[src/include/adcbs_pkg.sv]
// Shared types and constants for the converter boundary-scan control cells
package adcbs_pkg;

  // Converter control cells, most significant first in the scan chain
  typedef struct packed {
    logic       gain_clock;
    logic       gain_path_enable;
    logic       bandgap_neg_select;
    logic       converter_power;
    logic       gain_stage_power;
    logic [9:0] compare_value;
    logic       gain_bypass_select;
    logic       gain_ten_enable;
    logic       gain_twenty_enable;
    logic       neg_input_ground_select;
    logic       sample_hold;
    logic       bandgap_ladder_ref_enable;
    logic [7:0] channel_select_bit;
    logic [2:0] neg_input_select_bit;
    logic       gain_pass_gate_enable;
    logic       comparator_precharge_n;
    logic       switchcap_test_route;
    logic       settle_assist;
    logic       supply_reference_select;
  } adcbs_ctrl_t;

  localparam int ADCBS_CTRL_W  = $bits(adcbs_ctrl_t);
  localparam int ADCBS_CHAIN_W = ADCBS_CTRL_W + 1;
  localparam int ADCBS_COMP_POS = ADCBS_CHAIN_W - 1;
  // Position of compare_value bit 0 inside the control word
  localparam int ADCBS_CMP_LSB = 22;
  localparam int ADCBS_HI_W    = ADCBS_CTRL_W - 32;

  // Quiet state applied at reset and in test-logic-reset
  localparam adcbs_ctrl_t ADCBS_SAFE_CTRL = '{
    gain_clock:                1'b0,
    gain_path_enable:          1'b0,
    bandgap_neg_select:        1'b0,
    converter_power:           1'b0,
    gain_stage_power:          1'b0,
    compare_value:             10'h200,
    gain_bypass_select:        1'b1,
    gain_ten_enable:           1'b0,
    gain_twenty_enable:        1'b0,
    neg_input_ground_select:   1'b0,
    sample_hold:               1'b1,
    bandgap_ladder_ref_enable: 1'b0,
    channel_select_bit:        8'h01,
    neg_input_select_bit:      3'h0,
    gain_pass_gate_enable:     1'b1,
    comparator_precharge_n:    1'b1,
    switchcap_test_route:      1'b0,
    settle_assist:             1'b0,
    supply_reference_select:   1'b0
  };

  typedef enum logic [3:0] {
    ADCBS_TLR, ADCBS_RTI, ADCBS_SEL_DR, ADCBS_CAP_DR, ADCBS_SHIFT_DR, ADCBS_EX1_DR,
    ADCBS_PAUSE_DR, ADCBS_EX2_DR, ADCBS_UPD_DR, ADCBS_SEL_IR, ADCBS_CAP_IR,
    ADCBS_SHIFT_IR, ADCBS_EX1_IR, ADCBS_PAUSE_IR, ADCBS_EX2_IR, ADCBS_UPD_IR
  } adcbs_tap_t;

  typedef struct packed {
    logic tck;
    logic tms;
    logic tdi;
  } adcbs_link_t;

  localparam int ADCBS_SYNC_W = 4;

  // APB register map
  localparam int         ADCBS_ADDR_W      = 12;
  localparam logic [11:0] ADCBS_CTRL_OFF    = 12'h000;
  localparam logic [11:0] ADCBS_STATUS_OFF  = 12'h004;
  localparam logic [11:0] ADCBS_APPL_LO_OFF = 12'h008;
  localparam logic [11:0] ADCBS_APPL_HI_OFF = 12'h00C;
  localparam int ADCBS_CTRL_DRIVE_BIT   = 0;
  localparam int ADCBS_STAT_COMP_BIT    = 0;
  localparam int ADCBS_STAT_TLR_BIT     = 1;
  localparam int ADCBS_STAT_DRIVE_BIT   = 2;

  typedef struct packed {
    logic                    psel;
    logic                    penable;
    logic                    pwrite;
    logic [ADCBS_ADDR_W-1:0] paddr;
    logic [31:0]             pwdata;
  } adcbs_apb_req_t;

  typedef struct packed {
    logic [31:0] prdata;
    logic        pready;
    logic        pslverr;
  } adcbs_apb_rsp_t;

endpackage

[src/rtl/adcbs_sync.sv]
// Two-flop synchroniser for pins arriving from outside the clock domain
`timescale 1ns/1ps
module adcbs_sync #(
  parameter int W = 1
) (
  input  wire logic         clock,  // System clock
  input  wire logic         nrst,   // Synchronous reset, active low
  input  wire logic         ce,     // Clock enable
  input  wire logic [W-1:0] d,      // Asynchronous inputs
  output logic      [W-1:0] q       // Synchronised outputs
);
  logic [W-1:0] stage1;

  always_ff @(posedge clock)
  begin
    if (!nrst)
    begin
      stage1 <= '0;
      q      <= '0;
    end
    else if (ce)
    begin
      stage1 <= d;
      q      <= stage1;
    end
  end
endmodule

[src/rtl/adcbs_apb.sv]
// APB slave holding the scan drive control and converter status views
`timescale 1ns/1ps
module adcbs_apb (
  input  wire logic                    clock,      // System clock
  input  wire logic                    nrst,       // Synchronous reset, active low
  input  wire logic                    ce,         // Clock enable
  input  wire adcbs_pkg::adcbs_apb_req_t req,      // APB request
  output adcbs_pkg::adcbs_apb_rsp_t    rsp,        // APB response
  output logic                         scan_drive, // Scan cells drive the converter
  input  wire logic                    comp_seen,  // Synchronised comparator result
  input  wire logic                    tap_reset,  // Link controller in test-logic-reset
  input  wire adcbs_pkg::adcbs_ctrl_t  applied     // Controls now applied
);
  import adcbs_pkg::*;

  logic [31:0] rdata_q;
  logic        err_q;
  logic        loaded;
  logic        ready;
  logic [31:0] next_rdata;
  logic        next_err;

  function automatic logic hit(input logic [ADCBS_ADDR_W-1:0] a,
                               input logic [ADCBS_ADDR_W-1:0] off);
    return a == off;
  endfunction

  always_ff @(posedge clock)
  begin
    if (!nrst)
      scan_drive <= 1'b0;
    else if (ready && req.psel && req.penable && req.pwrite && hit(req.paddr, ADCBS_CTRL_OFF))
      scan_drive <= req.pwdata[ADCBS_CTRL_DRIVE_BIT];
  end

  always_comb
  begin
    next_rdata = '0;
    next_err   = 1'b0;
    if (hit(req.paddr, ADCBS_CTRL_OFF))
      next_rdata[ADCBS_CTRL_DRIVE_BIT] = scan_drive;
    else if (hit(req.paddr, ADCBS_STATUS_OFF))
    begin
      next_rdata[ADCBS_STAT_COMP_BIT]  = comp_seen;
      next_rdata[ADCBS_STAT_TLR_BIT]   = tap_reset;
      next_rdata[ADCBS_STAT_DRIVE_BIT] = scan_drive;
    end
    else if (hit(req.paddr, ADCBS_APPL_LO_OFF))
      next_rdata = applied[31:0];
    else if (hit(req.paddr, ADCBS_APPL_HI_OFF))
      next_rdata[ADCBS_HI_W-1:0] = applied[ADCBS_CTRL_W-1:32];
    else
      next_err = 1'b1;
  end

  // A setup edge lost to a frozen cycle is made up at the next enabled edge
  always_ff @(posedge clock)
  begin
    if (!nrst)
      loaded <= 1'b0;
    else if (ce && req.psel)
      loaded <= !(req.penable && loaded);
  end

  assign ready = ce & loaded;

  // Read data is latched once per transfer so it comes from a flop in the access cycle
  always_ff @(posedge clock)
  begin
    if (!nrst)
    begin
      rdata_q <= '0;
      err_q   <= 1'b0;
    end
    else if (ce && req.psel && !loaded)
    begin
      rdata_q <= next_rdata;
      err_q   <= next_err;
    end
  end

  // A frozen block stalls the bus rather than answering with stale data
  assign rsp = '{prdata: rdata_q, pready: ready, pslverr: err_q & req.psel & req.penable};
endmodule

[src/rtl/adcbs_top.sv]
// Boundary-scan control and observe cells for the converter analog macro
//
// Behaviour
// Ten-bit comparison value, bit 9 most significant
// Low cells drive ladder code, bit 0 LSB
// Bypass select routes channels 0-3 past gains
// Ground select ties negative input low
// Sample-hold low tracks, high freezes
// Controller raises hold only while gain clock high
// Internal-reference control picks bandgap for ladder
// Three-bit negative select, bit 2 MSB
// Pass-gate control enables gain pass gate
// Precharge control active low on comparator latch
// Switch-cap test sends x10 output out
// Controller may pulse settle assist after power-up
// Supply-reference control selects supply as reference
// Controller selects exactly one negative source
// Controller drives quiet values when converter unused
// Controller should avoid gain stages during scan
// Gain clock cell clocks switched-capacitor stages
// Gain power control powers the gain stages
// Comparator result captured into observe cell
// All control cells apply together at update
//
// The address map and register access over APB are this design's own decisions.
`timescale 1ns/1ps
module adcbs_top (
  input  wire logic                     clock,     // System clock, 10 MHz
  input  wire logic                     nrst,      // Synchronous reset, active low
  input  wire logic                     ce,        // Clock enable, freezes all state when low
  input  wire adcbs_pkg::adcbs_link_t   link,      // Test access pins tck, tms, tdi
  output logic                          tdo,       // Test data out
  output logic                          tdo_oe,    // High while tdo is driven
  input  wire logic                     comp_in,   // Raw comparator result from the macro
  input  wire adcbs_pkg::adcbs_ctrl_t   func_ctrl, // Controls from the converter core logic
  output adcbs_pkg::adcbs_ctrl_t        conv_ctrl, // Controls applied to the analog macro
  input  wire adcbs_pkg::adcbs_apb_req_t apb_req,  // APB request
  output adcbs_pkg::adcbs_apb_rsp_t     apb_rsp    // APB response
);
  import adcbs_pkg::*;

  logic [ADCBS_SYNC_W-1:0]  sync_q;
  logic                     tck_s;
  logic                     tms_s;
  logic                     tdi_s;
  logic                     comp_s;
  logic                     tck_prev;
  logic                     tck_rise;
  logic                     tck_fall;
  adcbs_tap_t               tap_state;
  adcbs_tap_t               next_tap_state;
  logic [ADCBS_CHAIN_W-1:0] shift_reg;
  adcbs_ctrl_t              upd;
  logic                     scan_drive;

  adcbs_sync #(
    .W (ADCBS_SYNC_W)
  ) u_sync (
    .clock (clock),
    .nrst  (nrst),
    .ce    (ce),
    .d     ({link.tck, link.tms, link.tdi, comp_in}),
    .q     (sync_q)
  );

  assign {tck_s, tms_s, tdi_s, comp_s} = sync_q;

  // Link clock is only sampled; 8 system clocks per link period leave margin
  always_ff @(posedge clock)
  begin
    if (!nrst)
      tck_prev <= 1'b0;
    else if (ce)
      tck_prev <= tck_s;
  end

  assign tck_rise = tck_s & ~tck_prev;
  assign tck_fall = ~tck_s & tck_prev;

  always_comb
  begin
    unique case (tap_state)
      ADCBS_TLR:      next_tap_state = tms_s ? ADCBS_TLR      : ADCBS_RTI;
      ADCBS_RTI:      next_tap_state = tms_s ? ADCBS_SEL_DR   : ADCBS_RTI;
      ADCBS_SEL_DR:   next_tap_state = tms_s ? ADCBS_SEL_IR   : ADCBS_CAP_DR;
      ADCBS_CAP_DR:   next_tap_state = tms_s ? ADCBS_EX1_DR   : ADCBS_SHIFT_DR;
      ADCBS_SHIFT_DR: next_tap_state = tms_s ? ADCBS_EX1_DR   : ADCBS_SHIFT_DR;
      ADCBS_EX1_DR:   next_tap_state = tms_s ? ADCBS_UPD_DR   : ADCBS_PAUSE_DR;
      ADCBS_PAUSE_DR: next_tap_state = tms_s ? ADCBS_EX2_DR   : ADCBS_PAUSE_DR;
      ADCBS_EX2_DR:   next_tap_state = tms_s ? ADCBS_UPD_DR   : ADCBS_SHIFT_DR;
      ADCBS_UPD_DR:   next_tap_state = tms_s ? ADCBS_SEL_DR   : ADCBS_RTI;
      ADCBS_SEL_IR:   next_tap_state = tms_s ? ADCBS_TLR      : ADCBS_CAP_IR;
      ADCBS_CAP_IR:   next_tap_state = tms_s ? ADCBS_EX1_IR   : ADCBS_SHIFT_IR;
      ADCBS_SHIFT_IR: next_tap_state = tms_s ? ADCBS_EX1_IR   : ADCBS_SHIFT_IR;
      ADCBS_EX1_IR:   next_tap_state = tms_s ? ADCBS_UPD_IR   : ADCBS_PAUSE_IR;
      ADCBS_PAUSE_IR: next_tap_state = tms_s ? ADCBS_EX2_IR   : ADCBS_PAUSE_IR;
      ADCBS_EX2_IR:   next_tap_state = tms_s ? ADCBS_UPD_IR   : ADCBS_SHIFT_IR;
      ADCBS_UPD_IR:   next_tap_state = tms_s ? ADCBS_SEL_DR   : ADCBS_RTI;
    endcase
  end

  always_ff @(posedge clock)
  begin
    if (!nrst)
      tap_state <= ADCBS_TLR;
    else if (ce && tck_rise)
      tap_state <= next_tap_state;
  end

  // Capture reads back what the macro really sees, topped by the comparator result
  always_ff @(posedge clock)
  begin
    if (!nrst)
      shift_reg <= '0;
    else if (ce && tck_rise && tap_state == ADCBS_CAP_DR)
      shift_reg <= {comp_s, conv_ctrl};
    else if (ce && tck_rise && tap_state == ADCBS_SHIFT_DR)
      shift_reg <= {tdi_s, shift_reg[ADCBS_CHAIN_W-1:1]};
  end

  // Update on the falling link edge so shifting never disturbs the applied controls
  always_ff @(posedge clock)
  begin
    if (!nrst)
      upd <= ADCBS_SAFE_CTRL;
    else if (ce && tap_state == ADCBS_TLR)
      upd <= ADCBS_SAFE_CTRL;
    else if (ce && tck_fall && tap_state == ADCBS_UPD_DR)
      upd <= shift_reg[ADCBS_CTRL_W-1:0];
  end

  always_ff @(posedge clock)
  begin
    if (!nrst)
    begin
      tdo    <= 1'b0;
      tdo_oe <= 1'b0;
    end
    else if (ce && tck_fall)
    begin
      tdo    <= shift_reg[0];
      tdo_oe <= (tap_state == ADCBS_SHIFT_DR);
    end
  end

  // Each field goes to the macro unchanged; the macro's switches do the routing
  always_ff @(posedge clock)
  begin
    if (!nrst)
      conv_ctrl <= ADCBS_SAFE_CTRL;
    else if (ce)
      conv_ctrl <= scan_drive ? upd : func_ctrl;  // see R1 see R3 see R17
  end

  adcbs_apb u_apb (
    .clock      (clock),
    .nrst       (nrst),
    .ce         (ce),
    .req        (apb_req),
    .rsp        (apb_rsp),
    .scan_drive (scan_drive),
    .comp_seen  (comp_s),
    .tap_reset  (tap_state == ADCBS_TLR),
    .applied    (conv_ctrl)
  );
endmodule

[config.mk]
export PLATFORM = sky130hd
export DESIGN_NAME = adcbs_top
export DESIGN_NICKNAME = d
export VERILOG_FILES = /design/src/include/adcbs_pkg.sv /design/src/rtl/adcbs_sync.sv /design/src/rtl/adcbs_apb.sv /design/src/rtl/adcbs_top.sv
export SDC_FILE = /design/constraint.sdc
export NUM_CORES = 1
export LEC_CHECK = 0
export BUFFER_PORTS_ARGS = -buffer_cell sky130_fd_sc_hd__buf_2
export CAP_MARGIN = 20
export CORE_MARGIN = 5
export CORE_UTILIZATION = 56
export DETAILED_ROUTE_END_ITERATION = 10
export PLACE_DENSITY_LB_ADDON = 0.08
export SLEW_MARGIN = 10
export SYNTH_ARGS = -nofsm -noshare
export SYNTH_HDL_FRONTEND = slang
export SYNTH_SLANG_ARGS = --single-unit
[constraint.sdc]
create_clock -name clock -period 6.1 [get_ports clock]
set_input_delay 1.83 -clock clock [delete_from_list [all_inputs] [get_ports clock]]
set_output_delay 1.83 -clock clock [all_outputs]
set_load 0.01 [all_outputs]
==> results of run 1 <==
power by group through the flow:
stage,combinational (W),sequential (W),clock (W)
3_5_place_dp,0.000124,0.00112,0
6_report,0.000126,0.00110,0.00105
2_1_floorplan,0.0000656,0.00112,0
3_3_place_gp,0.000121,0.00112,0
5_1_grt,0.000139,0.00110,0.00112
4_1_cts,0.000125,0.00110,0.00107
cell usage after synthesis, drive strengths merged (2+ instances only):
| master | count | share of area |
|---|---|---|
| nand3b | 4 | 0.0053 |
| a21oi | 75 | 0.059 |
| nand4 | 2 | 0.0020 |
| clkbuf | 35 | 0.021 |
| a22o | 29 | 0.040 |
| a211oi | 31 | 0.036 |
| a22oi | 3 | 0.0035 |
| dfxtp | 162 | 0.51 |
| a32oi | 3 | 0.0041 |
| buf | 32 | 0.026 |
| nor2 | 53 | 0.031 |
| nand2b | 3 | 0.0029 |
| xnor2 | 3 | 0.0041 |
| nor4 | 6 | 0.011 |
| mux2i | 48 | 0.075 |
| nor2b | 4 | 0.0039 |
| mux2 | 4 | 0.0070 |
| o21ai | 49 | 0.038 |
| nand3 | 7 | 0.0055 |
| and2 | 2 | 0.0020 |
| nor3b | 2 | 0.0023 |
| o22ai | 38 | 0.037 |
| nor3 | 4 | 0.0031 |
| nand2 | 92 | 0.054 |
cell type report:
cell class	instances	area, um^2
clock inverter	9	104
sequential	162	3240
clock buffer	23	488
fill	927	3680
inverter	2	7.51
timing repair buffer	143	753
multi-input combinational	475	2870
tap	143	179
layer usage:
layer / global-route usage / up-vias / share of wire
met5: 0 / - / 0
met4: 0.0879 / 0 / 0.014
met3: 0.0463 / 19 / 0.061
met2: 0.403 / 184 / 0.49
met1: 0.328 / 2699 / 0.44
li1: - / 2737 / -
per-stage QoR:
step | hold slack (ns) | std cells
CTS | 0.456 | 956
global route | 0.470 | 957
floorplan | 0.436 | 706
detailed placement | 0.447 | 924
global placement | 0.441 | 924
finish | 0.454 | 957
cell usage in the layout (no fill, tap or decap), types with 2 or more instances in the layout:
cell,instances
a211oi_1,31
a21oi_1,74
a22o_1,29
a22oi_1,3
a32oi_1,3
and2_1,2
buf_2,131
buf_4,11
bufinv_16,2
clkbuf_1,2
clkbuf_16,17
clkbuf_8,4
clkinv_2,4
clkinvlp_4,2
dfxtp_1,161
mux2_2,4
mux2i_1,48
nand2_1,92
nand2b_1,3
nand3_1,7
nand3b_1,3
nand4_1,2
nor2_1,53
nor2b_1,4
nor3_1,4
nor3b_1,2
nor4_1,4
nor4_4,2
o21ai_0,29
o21ai_1,20
o22ai_1,38
xnor2_1,3
final timing paths:
kind | startpoint | slack (ns) | endpoint | cells past startpoint
worst max register to register | tap_state[1] | 3.48 | shift_reg[5] | 4
worst min register to register | upd[23] | 0.45 | upd[23] | 2
worst min-delay path | upd[23] | 0.45 | upd[23] | 2
worst max-delay path | apb_req[46] | 2.02 | apb_rsp[0] | 3
tightest hold or removal path, cell delays in order, from the launching register on:
cell     delay (ns)
dfxtp_1        0.31
nand2_1        0.05
a21oi_1        0.05
logic make-up after synthesis:
| family | share of synthesized area |
|---|---|
| AOI/OAI and AO/OA | 0.226 |
| xor gates and xnor gates | 0.00410 |
| buffers and inverters | 0.0475 |
| DFF | 0.506 |
| muxes | 0.0855 |
| and+or+nand+nor | 0.131 |
==> results.tsv, run 1 <==
metric	value	unit
status	completed	
drive_gt1_frac	0.225	
yosysWarnings	0	
synth.avg_cell_area	9.08	um^2
drc	0	
synth_ff_type	dfxtp_1	
rsz0062_at_grt	no	
hold_viol_final	0	
internal_power	0.00177	W
required	4.27	ns
cp-end-kind	output port	
period_minus_slack	4.08	ns
firstDrtPassIters	5	
path_clk_slew	0.06	ns
antenna_found_initial	0	
synth_seq_cells	162	
clkPwrFrac	0.462	
p_total	0.00228	W
fp.dieW	117	um
max_freq	245	MHz
path_class	input pin to output port	
relSlewSlack	0.318	
n_antenna_cell	0	
core_area	11300	um^2
place_area	7040	um^2
finalWorstSetupSlack	2.02	ns
pre_cts_ws	1.72	ns
slowest_delay	0.16	ns
root_buffer	clkbuf_16	
async_flop_share	0	
switching_share	0.222	
tns	0	ns
cp_max_fo	4	
fin_util	0.675	
clock_skew	0.00664	ns
synth_fp_nets	797	
cp.arrival	2.25	ns
finalCritPeriodShare	0.668	
cts.sinks	162	
wl_per_cell	17.6	um
synth_cells	706	
synth_edf_count	0	
post_cts_resize_count	0	
grt_use_total	0.247	
routed_wl	16800	um
finalWeightedCongestion	0.853	
vias	5639	
worstPathBufferInverterCount	2	
die_area	13700	um^2
crit_top_cell	buf_2	
ant_nets	0	
portBuffers	132	
cap_violations	0	
max-vdd-ir-drop	214	uV
leakagePower	3.07	nW
numCtsBuffers	17	
crit_path_start_kind	input pin	
synth_cell_types	46	
netlist_area	6410	um^2
hpwl	10300	um
slew_viol_final	0	
num_rows	39	
layout.nets	892	
routed_via_density	5.89	
clkLatencyLatePin	0.42	ns
area_growth	19.3	%
grt_max_degree	91	
cts_hold_buffers	0	
cts_max_level	4	
slowest_stage	and3_1	
tightest_slew	1.02	ns
initial_core_util	0.566	
seq_area_frac_synth	0.506	
post_cts_buffers	0	
overflow	0	
design_area	7640	um^2
setup_viol	0	
powerDensity	299	nW/um^2
comb_power_share	0.055	
seqPwrFrac	0.483	
num_io_pins	164	
grt_pass1_vias	5383	
die_h	117	um
drt_iter0_drc	594	
cts_tree	done	
cpLargestDelayFamily	buffers and inverters	
clockBufferDepth	2	
path_cells	buf_2, and3_1, buf_2	
grt_pass1_wl	26900	um
power_switching	0.000507	W
largest_reg_flops	38	
hold_path.class	flip-flop to flip-flop	
(Power assumes the default switching activity.)
==> run 2, diff against run 1 <==
Settings changed: CORE_UTILIZATION 56 to 48.
Clock period 6.1 ns to 3.39 ns, I/O delays scaled along.
==> results.tsv, run 2 (synthesis gave the netlist of run 1 again) <==
metric	value	unit	change
cts.sinks	162		unchanged
required	2.37	ns	-1.90 ns
grt_pass1_vias	5489		+2.0%
status	completed		
core_area	13200	um^2	+17%
crit_path_start_kind	input pin		
setup_viol	0		unchanged
relSlewSlack	0.415		+0.0972
wl_per_cell	17.5	um	-0.55%
tns	0	ns	unchanged
path_class	input pin to output port		
slew_viol_final	0		unchanged
vias	5623		-0.28%
drc	0		unchanged
seqPwrFrac	0.494		+0.011
clockBufferDepth	2		unchanged
path_clk_slew	0.06	ns	about the same
routed_via_density	5.64		-4.3%
cp_max_fo	28		+24
post_cts_resize_count	0		unchanged
switching_share	0.222		about the same
finalCritPeriodShare	0.774		
final_common_cell	dfxtp_1		
holdWs	0.452	ns	-0.00158 ns
internal_power	0.00312	W	+76%
largest_reg_flops	38		unchanged
grt_use_total	0.220		-0.0270
cts_max_level	4		unchanged
grt_max_degree	52		-43%
cts_hold_buffers	0		unchanged
drt_iter0_drc	357		-40%
fp.dieW	126	um	+7.3%
antenna_found_initial	0		unchanged
portBuffers	132		unchanged
period_minus_slack	2.62	ns	
layout.nets	899		+0.78%
clock_skew	0.00838	ns	+0.00175 ns
tightest_slew	0.878	ns	-0.144 ns
layout_common_cells	dfxtp_1, buf_2, nand2_1		
overflow	0		unchanged
leakagePower	3.09	nW	+0.50%
max_freq	381	MHz	
cts_tree	done		
area_growth	20.2	%	
num_io_pins	164		unchanged
cp.arrival	1.61	ns	-0.64 ns
cap_violations	0		unchanged
cp-end-kind	output port		
rsz0062_at_grt	no		
numCtsBuffers	17		unchanged
grt_pass1_wl	28000	um	+4.3%
die_h	126	um	+7.3%
p_total	0.00401	W	+76%
power_switching	0.000892	W	+76%
n_antenna_cell	0		unchanged
ant_nets	0		unchanged
post_cts_buffers	0		unchanged
clkPwrFrac	0.449		-0.013
root_buffer	clkbuf_16		
drive_gt1_frac	0.225		+0.000519
hold_viol_final	0		unchanged
clkLatencyLatePin	0.43	ns	about the same
die_area	15800	um^2	+15%
finalWeightedCongestion	0.773		-9.4%
max-vdd-ir-drop	359	uV	+68%
routed_wl	17400	um	+3.6%
hpwl	11000	um	+6.1%
firstDrtPassIters	5		unchanged
num_rows	42		+7.7%
powerDensity	521	nW/um^2	+75%
initial_core_util	0.486		-0.0802
comb_power_share	0.057		+0.002
hold_path.class	flip-flop to flip-flop		
==> run 2: changes by cell type in the layout (fill, tap and decap cells not counted), sizes merged <==
cell | before | now
clkinv | 6 | 3
bufinv | 2 | 1
clkinvlp | 2 | 1
clkbuf | 23 | 28
buf | 143 | 150
==> run 2: area by class of cell <==
| class | count | area, um^2 |
|---|---|---|
| Clock buffer | 28 | 507 |
| Clock inverter | 4 | 47.5 |
| Fill cell | 1181 | 5490 |
| Inverter | 2 | 7.51 |
| Multi-Input combinational cell | 475 | 2870 |
| Sequential cell | 162 | 3240 |
| Tap cell | 176 | 220 |
| Timing Repair Buffer | 150 | 811 |
==> run 2: final timing paths <==
check / start / endpoint / slack [ns] / cells past startpoint
min: upd[29] / upd[29] / 0.45 / 2
max: ce / apb_rsp[1] / 0.77 / 3
min reg2reg: upd[29] / upd[29] / 0.45 / 2
max reg2reg: tap_state[1] / shift_reg[4] / 0.96 / 5
==> run 2: power by group through the flow <==
stage	sequential, W	combinational, W	clock (W)
3_3_place_gp	0.00202	0.000225	0
2_1_floorplan	0.00202	0.000118	0
4_1_cts	0.00198	0.000231	0.00184
6_report	0.00198	0.000229	0.00180
5_1_grt	0.00199	0.000253	0.00193
3_5_place_dp	0.00202	0.000230	0
==> run 2: metrics by stage <==
stage / utilization / setup WS [ns] / cells / cell area [um^2]
final: 0.584 / 0.767 / 997 / 7700
after global routing: 0.584 / 0.724 / 997 / 7700
after CTS: 0.584 / 0.757 / 997 / 7700
after detailed placement: 0.542 / 0.723 / 965 / 7150
after global placement: 0.542 / 0.764 / 965 / 7150
after floorplan: - / 0.367 / 706 / 6410
==> run 2: metal layers <==
metal	global-route usage	vias up	wire length (um)
li1	-	2747	-
met1	0.273	2668	7600
met2	0.360	178	8240
met3	0.0588	30	1060
met4	0.0950	0	516
met5	0	-	0
==> run 2: worst max-delay path: stages <==
cell and delay, ns:
buf_4 0.29, and2_1 0.17, buf_2 0.12
==> run 3, diff against run 2 <==
Clock period 3.39 ns to 2.15 ns, I/O delays scaled along.
==> results.tsv, run 3 (synthesis gave the netlist of run 1 again) <==
metric	value	unit	change
status	completed		
rr_startpoint	tap_state[1]		
hold_viol_final	0		unchanged
placed_cells	978		+1.3%
finalCritPeriodShare	0.791		
firstDrtPassIters	5		unchanged
fillers	1209		+2.4%
required	1.50	ns	-0.87 ns
post_cts_buffers	0		unchanged
drt_iter0_drc	421		+18%
clockBufferDepth	2		unchanged
setup_viol	0		unchanged
overflow	0		unchanged
crit_path_start_kind	input pin		
root_buffer	clkbuf_16		
tns	0	ns	unchanged
slowest_delay	0.15	ns	-0.14 ns
num_rows	42		unchanged
grt_pass1_wl	27800	um	-0.96%
relSlewSlack	0.485		+0.0703
vias	5623		unchanged
tightest_slew	0.772	ns	-0.105 ns
final_cells	1006		+0.90%
period_minus_slack	1.70	ns	
antenna_found_initial	0		unchanged
final_common_cell	dfxtp_1		
slew_viol_final	0		unchanged
design_area	7800	um^2	+1.3%
clkLatencyLatePin	0.42	ns	about the same
path_class	input pin to output port		
cts_max_level	4		unchanged
max-vdd-ir-drop	468	uV	+30%
cts_hold_buffers	0		unchanged
die_h	126	um	unchanged
ant_nets	0		unchanged
grt_max_degree	45		-13%
hp-start	upd[16]		
grt_pass1_vias	5440		-0.89%
startpoint	ce		
holdWs	0.453	ns	+0.00122 ns
num_io_pins	164		unchanged
layout_common_cells	dfxtp_1, buf_2, nand2_1		
path_clk_slew	0.06	ns	about the same
largest_reg_flops	38		unchanged
wl_per_cell	16.8	um	-3.9%
cts.sinks	162		unchanged
cts_tree	done		
rsz0062_at_grt	no		
core_area	13200	um^2	unchanged
n_antenna_cell	0		unchanged
cap_violations	0		unchanged
die_area	15800	um^2	unchanged
cp.arrival	1.06	ns	-0.55 ns
drive_gt1_frac	0.237		+0.0120
cp-end-kind	output port		
leakagePower	3.15	nW	+2.0%
fp.dieW	126	um	unchanged
grt_use_total	0.215		-0.00527
worstPathBufferInverterCount	2		unchanged
cpLargestDelayFamily	buffers and inverters		
portBuffers	132		unchanged
slowest_stage	buf_4		
place_area	7290	um^2	+1.9%
routed_via_density	5.59		-0.89%
hpwl	11400	um	+3.9%
clock_skew	0.00964	ns	+0.00126 ns
area_growth	21.8	%	
routed_wl	16900	um	-3.1%
numCtsBuffers	17		unchanged
layout.nets	912		+1.4%
post_cts_resize_count	0		unchanged
powerDensity	796	nW/um^2	+53%
hold_path.class	flip-flop to flip-flop		
finalWeightedCongestion	0.818		+5.9%
path_cells	buf_4, and2_1, buf_2		
max_freq	588	MHz	
drc	0		unchanged
initial_core_util	0.486		unchanged
cp_max_fo	9		-68%
run 3: cell types whose count changed in the layout (fill, tap and decap cells not counted), sizes merged:
cell    before  now
clkbuf      28   22
clkinv       3    5
buf        150  163
run 3: final timing paths:
path,end,slack (ns),cells past startpoint
max,apb_rsp[1],0.45,3
min,upd[16],0.45,2
max reg2reg,shift_reg[4],0.46,5
min reg2reg,upd[16],0.45,2
run 3: cell type report:
| class | count | area, um^2 | area share |
|---|---|---|---|
| Multi-Input combinational cell | 475 | 2870 | 0.368 |
| Inverter | 2 | 7.51 | 0.000962 |
| Clock buffer | 22 | 454 | 0.0582 |
| Sequential cell | 162 | 3240 | 0.416 |
| Timing Repair Buffer | 163 | 946 | 0.121 |
| Tap cell | 176 | 220 | 0.0282 |
| Clock inverter | 6 | 61.3 | 0.00786 |
run 3: power breakdown:
group	internal (W)	switching, W
Combinational	0.000160	0.000216
Sequential	0.00306	0.0000620
Clock	0.00159	0.00112
run 3: through the flow:
step	util	power, W	worst slack, ns
after floorplan	-	0.00338	0.0869
after global placement	0.552	0.00355	0.168
after detailed placement	0.552	0.00357	0.0651
after CTS	0.591	0.00626	0.445
after global routing	0.591	0.00645	0.336
final	0.591	0.00621	0.449
run 3: layer usage:
layer / vias up / part of all wire / global-route usage
met5: - / 0 / 0
met1: 2676 / 0.45 / 0.270
li1: 2765 / - / -
met4: 0 / 0.018 / 0.0772
met2: 155 / 0.48 / 0.358
met3: 27 / 0.057 / 0.0525
run 3: tightest hold or removal path, cell delays in order, from the launching register on:
cell,delay [ns]
dfxtp_1,0.30
nand2_1,0.05
a21oi_1,0.05
